File: src/pkg/sgc_pkg.sv
package sgc_pkg;

  // ******************************
  // Register map
  // ******************************
  localparam int REG_AW = 8;
  localparam int REG_DW = 8;
  localparam logic [REG_AW-1:0] ADDR_GC4 = 8'h06;
  localparam logic [REG_AW-1:0] ADDR_STORM_LOW = 8'h07;
  localparam logic [REG_AW-1:0] ADDR_TEST_A = 8'h08;
  localparam logic [REG_AW-1:0] ADDR_TEST_B = 8'h09;
  localparam logic [REG_AW-1:0] ADDR_TEST_C = 8'h0a;

  // ******************************
  // Fields of global_control_four
  // ******************************
  localparam int BIT_REPEATER = 7;
  localparam int BIT_HALF_DUPLEX = 6;
  localparam int BIT_FLOW_CTRL = 5;
  localparam int BIT_SPEED_10 = 4;
  localparam int BIT_VID_SUB = 3;
  localparam int STORM_HI_MSB = 2;
  localparam int STORM_HI_W = 3;
  localparam int STORM_W = 11;

  // ******************************
  // Reset values
  // ******************************
  localparam logic [REG_DW-1:0] RST_GC4 = 8'h00;
  localparam logic [REG_DW-1:0] RST_STORM_LOW = 8'h63;
  localparam logic [REG_DW-1:0] RST_TEST_A = 8'h00;
  localparam logic [REG_DW-1:0] RST_TEST_B = 8'h24;
  localparam logic [REG_DW-1:0] RST_TEST_C = 8'h35;
  localparam logic [REG_DW-1:0] RDATA_NONE = 8'h00;

  // ******************************
  // VLAN and storm timing
  // ******************************
  localparam int VID_W = 12;
  localparam logic [VID_W-1:0] NULL_VID = 12'h000;
  localparam int STORM_BLOCK_BYTES = 64;
  localparam int CLK_FREQ_KHZ = 100_000;
  localparam int PERIOD_100M_MS = 67;
  localparam int PERIOD_10M_MS = 500;
  localparam int PERIOD_100M_CYC = PERIOD_100M_MS * CLK_FREQ_KHZ;
  localparam int PERIOD_10M_CYC = PERIOD_10M_MS * CLK_FREQ_KHZ;
  localparam int TIMER_W = 26;
  localparam int NPORTS = 3;

  typedef enum logic [1:0] {
    SGC_ST_STRAP = 2'b00,
    SGC_ST_RUN = 2'b01
  } sgc_state_type;

  function automatic logic [STORM_W-1:0] storm_threshold(
    input logic [REG_DW-1:0] gc4,
    input logic [REG_DW-1:0] low
  );
    return {gc4[STORM_HI_MSB:0], low};
  endfunction : storm_threshold

endpackage : sgc_pkg

File: src/pkg/sgc_storm_if.sv
`timescale 1ns/1ps
interface sgc_storm_if #(
  parameter int NP = sgc_pkg::NPORTS
);
  logic [sgc_pkg::STORM_W-1:0] threshold;
  logic [NP-1:0] period_start;
  logic [NP-1:0] block_seen;
  logic [NP-1:0] drop;

  modport meter (
    input threshold,
    input period_start,
    input block_seen,
    output drop
  );
  modport ctrl (
    output threshold,
    output period_start,
    output block_seen,
    input drop
  );
endinterface : sgc_storm_if

File: src/design/sgc_storm_meter.sv
`timescale 1ns/1ps
module sgc_storm_meter #(
  parameter int NP = sgc_pkg::NPORTS
) (
  input wire logic clk_i,
  input wire logic rst_i,
  sgc_storm_if.meter st
);
  import sgc_pkg::*;

  logic [STORM_W-1:0] cnt_q [NP];
  logic [STORM_W-1:0] cnt_d [NP];
  logic [NP-1:0] gate;

  // ******************************
  // Per-port block counters
  // ******************************
  // The count saturates at the threshold, so it never wraps into a
  // fresh allowance within one period. The drop flag comes from the
  // count after this edge, so once registered at the top it matches
  // the gate that the meter applies in the next cycle.
  always_comb begin
    for (int p = 0; p < NP; p++) begin
      gate[p] = (cnt_q[p] >= st.threshold); // see RULE12
      if (st.period_start[p]) begin // see RULE12
        cnt_d[p] = (st.block_seen[p] && !gate[p]) ? STORM_W'(1) : '0;
      end else if (st.block_seen[p] && !gate[p]) begin // see RULE8
        cnt_d[p] = cnt_q[p] + STORM_W'(1);
      end else begin
        cnt_d[p] = cnt_q[p];
      end
      st.drop[p] = (cnt_d[p] >= st.threshold); // see RULE12
    end
  end

  always_ff @(posedge clk_i or posedge rst_i) begin
    if (rst_i) begin
      for (int p = 0; p < NP; p++) begin
        cnt_q[p] <= '0;
      end
    end else begin
      for (int p = 0; p < NP; p++) begin
        cnt_q[p] <= cnt_d[p];
      end
    end
  end
endmodule : sgc_storm_meter

File: src/design/sgc_global_ctrl.sv
// Functional notes
// RULE1: Bit 7 of control four enables repeater mode; resets to zero.
// RULE2: Software sets all ports to 100BASE-TX half duplex before repeater.
// RULE3: Software keeps auto-negotiation off on both PHYs during repeater.
// RULE4: Bit 6 selects MII half duplex; reset value taken from duplex strap.
// RULE5: Bit 5 enables MII flow control; reset value taken from flow strap.
// RULE6: Bit 4 selects 10 Mbps on MII; reset value from speed strap.
// RULE7: Bit 3 replaces a null VLAN ID with the port default ID.
// RULE8: Storm threshold counts 64-byte blocks allowed per port per period.
// RULE9: Storm period is 67 ms at 100 Mbps, 500 ms at 10 Mbps.
// RULE10: Threshold is 11 bits: control four bits 2:0, storm low 7:0; 0x63.
// RULE11: Test registers reset to 0x00, 0x24, 0x35; software leaves them.
// RULE12: Block count restarts each period; excess broadcast is discarded.
`timescale 1ns/1ps
module sgc_global_ctrl #(
  parameter int NP = sgc_pkg::NPORTS,
  parameter int PERIOD_100M_CYC = sgc_pkg::PERIOD_100M_CYC,
  parameter int PERIOD_10M_CYC = sgc_pkg::PERIOD_10M_CYC
) (
  input wire logic clk_i,
  input wire logic rst_i,
  input wire logic [sgc_pkg::REG_AW-1:0] reg_addr_i,
  input wire logic reg_wr_i,
  input wire logic reg_rd_i,
  input wire logic [sgc_pkg::REG_DW-1:0] reg_wdata_i,
  output logic [sgc_pkg::REG_DW-1:0] reg_rdata_o,
  output logic reg_rvalid_o,
  input wire logic duplex_strap_pin_i,
  input wire logic flow_ctrl_strap_pin_i,
  input wire logic speed_strap_pin_i,
  input wire logic [NP-1:0] port_speed_10_i,
  input wire logic [NP-1:0] bcast_block_i,
  output logic [NP-1:0] storm_drop_o,
  input wire logic rx_vid_valid_i,
  input wire logic [sgc_pkg::VID_W-1:0] rx_vid_i,
  input wire logic [sgc_pkg::VID_W-1:0] rx_port_vid_i,
  output logic vid_valid_o,
  output logic [sgc_pkg::VID_W-1:0] vid_o,
  output logic repeater_en_o,
  output logic mii_half_duplex_o,
  output logic mii_flow_ctrl_o,
  output logic mii_speed_10_o,
  output logic [sgc_pkg::STORM_W-1:0] storm_threshold_o
);
  import sgc_pkg::*;

  localparam logic [TIMER_W-1:0] LIMIT_100 = TIMER_W'(PERIOD_100M_CYC - 1);
  localparam logic [TIMER_W-1:0] LIMIT_10 = TIMER_W'(PERIOD_10M_CYC - 1);

  sgc_state_type state_q;
  sgc_state_type state_d;
  logic [REG_DW-1:0] gc4_q;
  logic [REG_DW-1:0] storm_low_q;
  logic [REG_DW-1:0] test_a_q;
  logic [REG_DW-1:0] test_b_q;
  logic [REG_DW-1:0] test_c_q;
  logic [TIMER_W-1:0] timer_q [NP];
  logic [NP-1:0] tick_q;

  sgc_storm_if #(.NP(NP)) st_if ();

  // ******************************
  // Register decode
  // ******************************
  wire wr_gc4 = reg_wr_i && (reg_addr_i == ADDR_GC4);
  wire wr_storm_low = reg_wr_i && (reg_addr_i == ADDR_STORM_LOW);
  wire wr_test_a = reg_wr_i && (reg_addr_i == ADDR_TEST_A);
  wire wr_test_b = reg_wr_i && (reg_addr_i == ADDR_TEST_B);
  wire wr_test_c = reg_wr_i && (reg_addr_i == ADDR_TEST_C);
  wire strap_phase = (state_q == SGC_ST_STRAP);
  wire [REG_DW-1:0] rdata_sel =
    (reg_addr_i == ADDR_GC4) ? gc4_q :
    (reg_addr_i == ADDR_STORM_LOW) ? storm_low_q :
    (reg_addr_i == ADDR_TEST_A) ? test_a_q :
    (reg_addr_i == ADDR_TEST_B) ? test_b_q :
    (reg_addr_i == ADDR_TEST_C) ? test_c_q : RDATA_NONE;
  wire [STORM_W-1:0] threshold = storm_threshold(gc4_q, storm_low_q);
  wire vid_is_null = (rx_vid_i == NULL_VID);
  wire vid_sub = gc4_q[BIT_VID_SUB] && vid_is_null;

  // ******************************
  // Strap capture sequencing
  // ******************************
  // Straps cannot be loaded under the asynchronous reset, so they are
  // caught on the first edge after release.
  always_comb begin
    case (state_q)
      SGC_ST_STRAP: state_d = SGC_ST_RUN;
      SGC_ST_RUN: state_d = SGC_ST_RUN;
      default: state_d = SGC_ST_STRAP;
    endcase
  end

  always_ff @(posedge clk_i or posedge rst_i) begin
    if (rst_i) begin
      state_q <= SGC_ST_STRAP;
    end else begin
      state_q <= state_d;
    end
  end

  // ******************************
  // Registers
  // ******************************
  // A write landing in the strap cycle loses to the strap load.
  always_ff @(posedge clk_i or posedge rst_i) begin
    if (rst_i) begin
      gc4_q <= RST_GC4; // see RULE1
    end else if (strap_phase) begin
      gc4_q[BIT_HALF_DUPLEX] <= duplex_strap_pin_i; // see RULE4
      gc4_q[BIT_FLOW_CTRL] <= flow_ctrl_strap_pin_i; // see RULE5
      gc4_q[BIT_SPEED_10] <= speed_strap_pin_i; // see RULE6
    end else if (wr_gc4) begin
      gc4_q <= reg_wdata_i; // see RULE1
    end
  end

  always_ff @(posedge clk_i or posedge rst_i) begin
    if (rst_i) begin
      storm_low_q <= RST_STORM_LOW; // see RULE10
      test_a_q <= RST_TEST_A; // see RULE11
      test_b_q <= RST_TEST_B; // see RULE11
      test_c_q <= RST_TEST_C; // see RULE11
    end else begin
      if (wr_storm_low) begin
        storm_low_q <= reg_wdata_i;
      end
      // Test registers stay writable; their content steers nothing here.
      if (wr_test_a) begin
        test_a_q <= reg_wdata_i;
      end
      if (wr_test_b) begin
        test_b_q <= reg_wdata_i;
      end
      if (wr_test_c) begin
        test_c_q <= reg_wdata_i;
      end
    end
  end

  always_ff @(posedge clk_i or posedge rst_i) begin
    if (rst_i) begin
      reg_rdata_o <= RDATA_NONE;
      reg_rvalid_o <= 1'b0;
    end else begin
      reg_rdata_o <= reg_rd_i ? rdata_sel : RDATA_NONE;
      reg_rvalid_o <= reg_rd_i;
    end
  end

  // ******************************
  // Configuration outputs
  // ******************************
  always_ff @(posedge clk_i or posedge rst_i) begin
    if (rst_i) begin
      repeater_en_o <= 1'b0;
      mii_half_duplex_o <= 1'b0;
      mii_flow_ctrl_o <= 1'b0;
      mii_speed_10_o <= 1'b0;
      storm_threshold_o <= '0;
    end else begin
      repeater_en_o <= gc4_q[BIT_REPEATER]; // see RULE1
      mii_half_duplex_o <= gc4_q[BIT_HALF_DUPLEX]; // see RULE4
      mii_flow_ctrl_o <= gc4_q[BIT_FLOW_CTRL]; // see RULE5
      mii_speed_10_o <= gc4_q[BIT_SPEED_10]; // see RULE6
      storm_threshold_o <= threshold; // see RULE10
    end
  end

  // ******************************
  // Null VLAN ID substitution
  // ******************************
  always_ff @(posedge clk_i or posedge rst_i) begin
    if (rst_i) begin
      vid_valid_o <= 1'b0;
      vid_o <= NULL_VID;
    end else begin
      vid_valid_o <= rx_vid_valid_i;
      if (rx_vid_valid_i) begin
        vid_o <= vid_sub ? rx_port_vid_i : rx_vid_i; // see RULE7
      end
    end
  end

  // ******************************
  // Storm measurement periods
  // ******************************
  // Each port times its own period; a speed change takes effect at once,
  // and a timer past the new limit simply ends the period early.
  always_ff @(posedge clk_i or posedge rst_i) begin
    if (rst_i) begin
      for (int p = 0; p < NP; p++) begin
        timer_q[p] <= '0;
      end
      tick_q <= '0;
    end else begin
      for (int p = 0; p < NP; p++) begin
        if (timer_q[p] >= (port_speed_10_i[p] ? LIMIT_10 : LIMIT_100)) begin
          timer_q[p] <= '0; // see RULE9
          tick_q[p] <= 1'b1;
        end else begin
          timer_q[p] <= timer_q[p] + TIMER_W'(1);
          tick_q[p] <= 1'b0;
        end
      end
    end
  end

  assign st_if.threshold = threshold; // see RULE8
  assign st_if.period_start = tick_q;
  assign st_if.block_seen = bcast_block_i;

  sgc_storm_meter #(.NP(NP)) u_meter (
    .clk_i(clk_i),
    .rst_i(rst_i),
    .st(st_if.meter)
  );

  always_ff @(posedge clk_i or posedge rst_i) begin
    if (rst_i) begin
      storm_drop_o <= '0;
    end else begin
      storm_drop_o <= st_if.drop; // see RULE12
    end
  end
endmodule : sgc_global_ctrl

File: config.mk
export PLATFORM = sky130hd
export DESIGN_NAME = sgc_global_ctrl
export DESIGN_NICKNAME = d
export VERILOG_FILES = /design/src/pkg/sgc_pkg.sv /design/src/pkg/sgc_storm_if.sv /design/src/design/sgc_storm_meter.sv /design/src/design/sgc_global_ctrl.sv
export SDC_FILE = /design/constraint.sdc
export NUM_CORES = 1
export LEC_CHECK = 0
export BUFFER_PORTS_ARGS = -buffer_cell sky130_fd_sc_hd__buf_2
export CORE_ASPECT_RATIO = 1.2
export CORE_MARGIN = 1
export CORE_UTILIZATION = 35
export DETAILED_ROUTE_END_ITERATION = 8
export GPL_ROUTABILITY_DRIVEN = 0
export SLEW_MARGIN = 25
export SYNTH_ARGS = -nofsm -noshare
export SYNTH_HDL_FRONTEND = slang
export SYNTH_HIERARCHICAL = 1
export SYNTH_SLANG_ARGS = --single-unit
File: constraint.sdc
create_clock -name clk_i -period 6.2 [get_ports clk_i]
set_clock_uncertainty 0.2 [all_clocks]
set_input_delay 0.93 -clock clk_i [delete_from_list [all_inputs] [get_ports clk_i]]
set_output_delay 0.93 -clock clk_i [all_outputs]
set_load 0.005 [all_outputs]
# Word level (Yosys, flattened, before mapping)
# Cells that the tools add are included.
# totals
mem_bits_rw,0
input_bits,54
reg_bits,196
output_inout_bits,40
mem_count,0
rom_bits,0
latchBits,0
# op_classes
magnitude_cmp,9
reduce_logical,17
n_div,0
mul,0
n_addsub,6
n_bitwise,1
shifts,0
mux,28
eq_ne,6
# ops
operator,count
two-way mux 26 bit,6
adder 26 x 1 -> 26 bit (second input constant),3
greater-or-equal comparator 26 bit,3
greater-or-equal comparator 11 bit,6
two-way mux 11 bit,6
two-way mux 8 bit,6
adder 11 x 1 -> 11 bit (second input constant),3
equality test 8 x 4 -> 1 bit (second input constant),3
equality test 8 x 3 -> 1 bit (second input constant),2
zero test 12 bit,1
two-way mux 12 bit,1
logical AND 1 bit,9
two-way mux 1 bit,7
two-way mux 7 bit,1
zero test 1 bit,3
two-way mux 3 bit,1
equality test 2 x 1 -> 1 bit (second input constant),1
zero test 2 bit,1
AND reduction 2 bit,1
nonzero test 2 bit,1
OR reduction 2 bit,1
NOT 1 bit,1

# Longest topological paths before layout
# Gate-level depths: netlist of run 1.
# depth
depth_word,7
mapped_depth,15
depth_no_buf,14

# Cells and area by module
# Netlist of run 1, hierarchy kept.
# by_module_without_submodules
module,cells_each,instances,area_each_um2,seq_area_each_um2
sgc_global_ctrl,731,1,7913.8,4066.4
sgc_storm_meter,339,1,3078.0,825.8

# Worst setup path before layout of run 1
# No wires, ideal clock.
# synth_timing
kind,flip-flop to flip-flop
from,register storm_low_q[6]
to,register storm_drop_o[2]
path_buffers,1
t_required_ps,5872
stages_incl_launch_ff,16
setup_ps,128
arrival_ps,3037
slack_ps,2835
path_cell_list,dfstp_2 -> inv_1 -> ha_1 -> and3_4 -> a22o_1 -> a2111oi_4 -> a21oi_2 -> buf_6 -> xnor2_1 -> ha_1 -> nand2b_1 -> a21o_1 -> a21oi_1 -> o21ai_0 -> a31oi_1 -> o21ai_0
# synth_between
elab_chain_cells,6
elab_cells_between_ends,7
classes_between,order compare: 2; mux: 3; reduce/logical: 2
# synth_rtl
element,line,source
start: declaration,sgc_global_ctrl.sv:53,logic [REG_DW-1:0] storm_low_q;
start signal: assignment,sgc_global_ctrl.sv:126,storm_low_q <= reg_wdata_i;
greater-or-equal comparator 11 bit,sgc_storm_meter.sv:24,gate[p] = (cnt_q[p] >= st.threshold);
zero test 1 bit,"sgc_storm_meter.sv:26, sgc_storm_meter.sv:27",
logical AND 1 bit,"sgc_storm_meter.sv:26, sgc_storm_meter.sv:27",
two-way mux 11 bit / two-way mux 1 bit (equally long branches),"sgc_storm_meter.sv:27, sgc_storm_meter.sv:26",
two-way mux 11 bit,sgc_storm_meter.sv:25,if (st.period_start[p]) begin
greater-or-equal comparator 11 bit *,sgc_storm_meter.sv:32,st.drop[p] = (cnt_d[p] >= st.threshold);
named net st_if.drop[2],sgc_storm_if.sv:8,logic [NP-1:0] drop;
end signal: assignment,sgc_global_ctrl.sv:223,storm_drop_o <= st_if.drop;
end: declaration,sgc_global_ctrl.sv:33,"output logic [NP-1:0] storm_drop_o,"
# The timed path passes the listed nets; every way through them passes the cells marked *.
# A chain may end at the register's enable or synchronous reset.

==> impl_metrics.ini, run 1 <==
[timing]
min_period_ns = 3.73
final-hold-violation-count = 0
slew_headroom_pct = 47.3
drv_slew = 0
rsz0062_at_grt = false
setup_viol = 0
hold_ws_ns = 0.219
finalSetupTns_ns = 0
fmax_mhz = 268
fin_crit_sh_pct = 60.2
worstMarginPinSlew_ns = 0.787

[global_routing]
grt_pass1_vias = 8039
grt_pass1_wl_microns = 41200
grt_usage_pct = 16.1
grt_max_degree = 112
antenna_found_initial = 2
grt-ovfl-total = 0

[critical_path]
cp.required_ns = 6.32
start_kind = flop
cp-end-kind = flop
crit_fanout = 18
crit_type = flop to flop
worstPathArrival_ns = 3.85

[place]
portBuffers = 93
dpl.hpwl_microns = 18000
dp_cells = 1534
placed_cell_area_sq_um = 11900

[cts]
tritoncts = yes
ctsHoldBuffers = 0
cts_setup_buffers = 0
cts_resized = 0
h-tree-depth = 4
cts_buffers = 17
clock-root-buffer = clkbuf_16
cts_sinks = 195
clockBufferDepth = 2
clk-insertion-delay-late_ns = 0.44
clk_pin_slew_ns = 0.08

[cells_and_area]
nFillCells = 3069
post-route-cell-area_sq_um = 12500
nets = 1319
instances_no_fill = 1567
drive_gt1_share_pct = 16.8
areaGrowthSynthToFinish_pct = 13.3

[logic_synthesis]
synth_area_leaders = dfrtp_1, ha_1, xor2_1, nor2_1, xnor2_1
synth_area_per_cell_sq_um = 10.3
synth_nets = 1232
synth_enable_flop_cells = 0
ys_seq_area_share_pct = 44.5
post-synth-top-count-cell = dfrtp_1
synth_area_sq_um = 11000
synthTopCellsByCount = dfrtp_1, ha_1, nor2_1, nand2_1, a21oi_1
yosysUniqueCellTypes = 65
synth_top_area_share_pct = 42.1
syn-instance-count = 1070
synth_top_cell_by_area = dfrtp_1
synth_top_flop_cell = dfrtp_1
ys_ff_latch = 195
async_flop_share_pct = 100
yosys_warnings = 6

[floorplanning]
io_pins = 94
coreArea_sq_um = 30700
start_util_pct = 35.9
die-area_sq_um = 32100
rows = 70
chipHeight_microns = 196
die_w_microns = 164

[routing]
drc = 0
vias_per_cell = 5.20
vias = 8142
drt-total-wl_microns = 24800
first_iter_violations = 392
first_pass_iters = 5
wire_per_inst_microns = 15.9
ant_nets = 0

[power]
p_leak_nw = 5.81
power_density_nw_per_um2 = 296
ir_drop_v = 0.000152

[status]
status = completed

[flow_run]
drv_cap = 0

[min_path]
min_path_type = flop to flop
==> path summary, 6_finish.rpt <==
| check | slack (ns) | endpoint | depth (start not counted) | start |
|---|---|---|---|---|
| min in group asynchronous | 0.42 | storm_drop_o[1] | 2 | rst_i |
| min | 0.22 | mii_speed_10_o | 0 | gc4_q[4] |
| max reg2reg | 2.47 | storm_drop_o[2] | 14 | storm_low_q[6] |
| min reg2reg | 0.22 | mii_speed_10_o | 0 | gc4_q[4] |
| max in group asynchronous | 4.15 | timer_q[20] | 3 | rst_i |
| max | 2.47 | storm_drop_o[2] | 14 | storm_low_q[6] |
==> per-stage QoR <==
| step | setup WS [ns] | total power [mW] | utilization (%) |
|---|---|---|---|
| 2_1_floorplan | 0.710 | 2.36 | - |
| 3_3_place_gp | 2.47 | 2.61 | 38.7 |
| 3_5_place_dp | 2.34 | 2.64 | 38.7 |
| 4_1_cts | 2.48 | 3.74 | 40.6 |
| 5_1_grt | 2.25 | 3.94 | 40.6 |
| 6_report | 2.47 | 3.69 | 40.6 |
==> layout by cell type, fill, tap and decap left out, types with 12 or more instances in the layout <==
cell       instances
nor2_1           108
a21oi_1           58
mux2_2            29
nor4_1            15
o21ai_0           32
mux2i_1           14
nand2_1           74
xor2_1            51
and4_1            12
buf_2             93
inv_1             33
nand3_1           43
nand4_1           34
xnor2_1           40
dfrtp_1          185
clkbuf_16         17
and3_1            14
ha_1             108
nor3_1            41
or3_1             13
==> layer usage <==
metal | global-route usage [%] | vias to the layer above | wire length [microns]
met3 | 2.75 | 32 | 740
li1 | - | 4013 | -
met5 | 0 | - | 11
met2 | 27.3 | 121 | 12200
met4 | 5.28 | 2 | 449
met1 | 20.8 | 3974 | 11400
==> critical path, cell delays in order (launching register included) <==
cell and delay (ns):
dfstp_2 0.56, inv_1 0.13, ha_1 0.34, and3_4 0.18, a22o_1 0.24, a2111oi_4 0.29, a21oi_2 0.09, buf_4 0.20
or3_1 0.35, a21oi_1 0.21, ha_1 0.28, a211oi_1 0.21, nand2_1 0.09, a31oi_1 0.15, o21ai_0 0.11
==> where the power goes <==
part | total, mW | internal (mW) | switching, mW
combinational | 0.947 | 0.434 | 0.513
sequential | 1.67 | 1.46 | 0.215
clock | 1.07 | 0.551 | 0.520
total | 3.69 | 2.44 | 1.25
==> final cells by class <==
class                      count  area [sq um]  share of cell area [%]
sequential                   195          4890                    39.3
clock inverter                12           114                   0.914
tap                          396           495                    3.98
timing repair buffer          98           503                    4.04
inverter                      35           139                    1.12
multi-input combinational    810          5850                    47.0
clock buffer                  20           457                    3.67
antenna                        1          2.50                  0.0201
==> cells by family (layout without fill, tap and decap cells) <==
| group | after synthesis | after routing | share of synthesized area [%] |
|---|---|---|---|
| compound gates | 159 | 159 | 9.24 |
| xor+xnor | 91 | 91 | 7.25 |
| fa+ha+maj | 108 | 108 | 12.3 |
| buf+inv | 65 | 165 | 2.41 |
| flops | 195 | 195 | 44.5 |
| mux | 53 | 53 | 5.54 |
| other cells | 1 | 2 | 0.0341 |
| simple gates | 398 | 398 | 18.7 |
==> flip-flops by register name, indices dropped and copies added (netlist names), 3 cells and up <==
name	count
gc4_q	8
reg_rdata_o	8
st_if.period_start	3
storm_drop_o	3
storm_low_q	8
storm_threshold_o	11
test_a_q	8
test_b_q	8
test_c_q	8
timer_q	78
u_meter/cnt_q	33
vid_o	12
No activity file was read; power rests on OpenSTA's default activity.
==> inputs of run 2 (changes only) <==
==> constraint.sdc (replaced) <==
create_clock -name clk_i -period 3.1 [get_ports clk_i]
set_clock_uncertainty 0.2 [all_clocks]
set_input_delay 0.465 -clock clk_i [delete_from_list [all_inputs] [get_ports clk_i]]
set_output_delay 0.465 -clock clk_i [all_outputs]
set_load 0.005 [all_outputs]
==> impl_metrics.ini, run 2 (synthesized netlist as in run 1, its figures left out) <==
[floorplanning]
chipHeight_microns = 196
rows = 70
die_w_microns = 164
io_pins = 94
coreArea_sq_um = 30700
start_util_pct = 35.9
die-area_sq_um = 32100

[timing]
slew_headroom_pct = 41.2
drv_slew = 0
fmax_mhz = 306
worst_slack_ns = -0.169
finalSetupTns_ns = -0.408
rsz0062_at_grt = true
setup_viol = 3
final-hold-violation-count = 0
worstMarginPinSlew_ns = 0.881
min_period_ns = 3.27
fin_crit_sh_pct = 105

[power]
ir_drop_v = 0.000283
finalPower_mw = 7.97
p_leak_nw = 6.36
power_density_nw_per_um2 = 589

[global_routing]
grt_max_degree = 45
grt-ovfl-total = 0
grt_pass1_vias = 8810
grt_usage_pct = 16.7
grt_pass1_wl_microns = 42900
antenna_found_initial = 3

[flow_run]
drv_cap = 0

[critical_path]
worstPathArrival_ns = 3.40
critPathTopFamily = compound AO/OA/AOI/OAI gates
cp.required_ns = 3.23
cp-end-kind = flop
crit_type = flop to flop
r2r-start = storm_low_q[5]
r2r_end = storm_drop_o[2]
ff2ff_path_depth = 14
crit_fanout = 8
reg2reg_slack_ns = -0.17
cp_slowest_stage_delay_ns = 0.55
critical_path.slowest_cell = dfstp_2
crit_chain = inv_2 > ha_4 > and3_4 > a22o_1 > a2111oi_4 > buf_4 > a21oi_4 > or3_4 > a21oi_4 > ha_4 > a21oi_2 > o21ai_1 > a31oi_1 > o21ai_1
start_kind = flop
crit_buf_inv = 2

[cts]
clk-insertion-delay-late_ns = 0.44
clock-root-buffer = clkbuf_16
clockBufferDepth = 2
cts_buffers = 17
clk_pin_slew_ns = 0.08
tritoncts = yes
cts_sinks = 195
h-tree-depth = 4

[routing]
vias_per_cell = 5.09
first_iter_violations = 418
ant_nets = 0
wire_per_inst_microns = 15.1
drt-total-wl_microns = 25200
vias = 8486
first_pass_iters = 5
drc = 0

[status]
failed_checks = negative setup slack
status = finished with violations

[cells_and_area]
drive_gt1_share_pct = 26.6
largest_reg_flops = 78
nFillCells = 2940
final_common_cell = dfrtp_1
nets = 1418
largest_register = timer_q
areaGrowthSynthToFinish_pct = 23.2
layout_common_cells = dfrtp_1, nor2_1, ha_1
top_regs = timer_q (78), u_meter/cnt_q (33), vid_o (12)

[place]
portBuffers = 93
dpl.hpwl_microns = 18900
pre_cts_slack_ns = -0.436

[min_path]
whs_path_depth = 1
min_path_type = input pin to flop
holdPathEnd = reg_rvalid_o
min_from = reg_rd_i
[run 2: cell count changes in the layout (fill, tap and decap cells not counted), moves of 8 or more]
| cell | previous run | this run |
|---|---|---|
| a21oi_1 | 58 | 47 |
| a21oi_2 | 2 | 12 |
| buf_4 | 5 | 91 |
| ha_1 | 108 | 99 |
| inv_2 | 0 | 8 |
| o21ai_0 | 32 | 20 |
| o21ai_1 | 0 | 10 |
[run 2: stage by stage]
| stage | util, % | cells | hold WS [ns] | instance area [sq um] |
|---|---|---|---|---|
| after detailed placement | 41.0 | 1619 | 0.215 | 12600 |
| after floorplan | - | 1070 | 0.169 | 11000 |
| after global routing | 44.2 | 1665 | 0.0179 | 13500 |
| final | 44.2 | 1667 | 0.0351 | 13500 |
| after CTS | 43.9 | 1664 | 0.0202 | 13500 |
| after global placement | 41.0 | 1619 | 0.210 | 12600 |
[run 2: worst max-delay path by stage]
stage               depth (start not counted)              end      startpoint  slack [ns]
detailed placement                         13  storm_drop_o[2]  storm_low_q[6]       -0.44
floorplan                                  15  storm_drop_o[2]  storm_low_q[6]       -0.19
finish                                     14  storm_drop_o[2]  storm_low_q[5]       -0.17
CTS                                        14  storm_drop_o[1]  storm_low_q[5]       -0.23
global route                               14  storm_drop_o[1]  storm_low_q[5]       -0.35
global placement                           13  storm_drop_o[2]  storm_low_q[6]       -0.38
[run 2: worst register-to-register path, delay by kind of cell (launching register included)]
family          cells  cell delay (ns)
compound gates      8             1.18
fa+ha+maj           2             0.43
simple gates        2             0.56
flops               1             0.55
buf+inv             2             0.23
[run 2: cell type report]
| class | count | area (sq um) | share of cell area (%) |
|---|---|---|---|
| Antenna cell | 2 | 5.00 | 0.0369 |
| Clock buffer | 18 | 439 | 3.24 |
| Clock inverter | 14 | 176 | 1.30 |
| Inverter | 35 | 135 | 0.998 |
| Multi-Input combinational cell | 811 | 6090 | 44.9 |
| Sequential cell | 195 | 4890 | 36.1 |
| Tap cell | 396 | 495 | 3.66 |
| Timing Repair Buffer | 196 | 1320 | 9.73 |
[run 2: metal layers]
layer	GRT usage (%)	vias up	wire length (microns)
li1	-	4202	-
met1	20.3	4157	11100
met2	29.3	93	13000
met3	3.09	32	630
met4	5.52	2	468
met5	0	-	13
[run 2: report_power, final]
group	total (mW)	internal, mW	leakage [nW]	switching [mW]
logic	2.44	1.20	3.52	1.23
registers	3.28	2.91	2.56	0.371
clock network	2.25	1.17	0.288	1.08
[run 2: what timing repair did]
item | 4_1_cts | 5_1_grt
pin swaps | 32 | 18
cloned | 1 | 0
hold endpoints to repair | 22 | 0
resized for setup | 41 | 22
setup endpoints to repair | 3 | 3
hold buffers | 1 | 0
setup buffers | 11 | 1
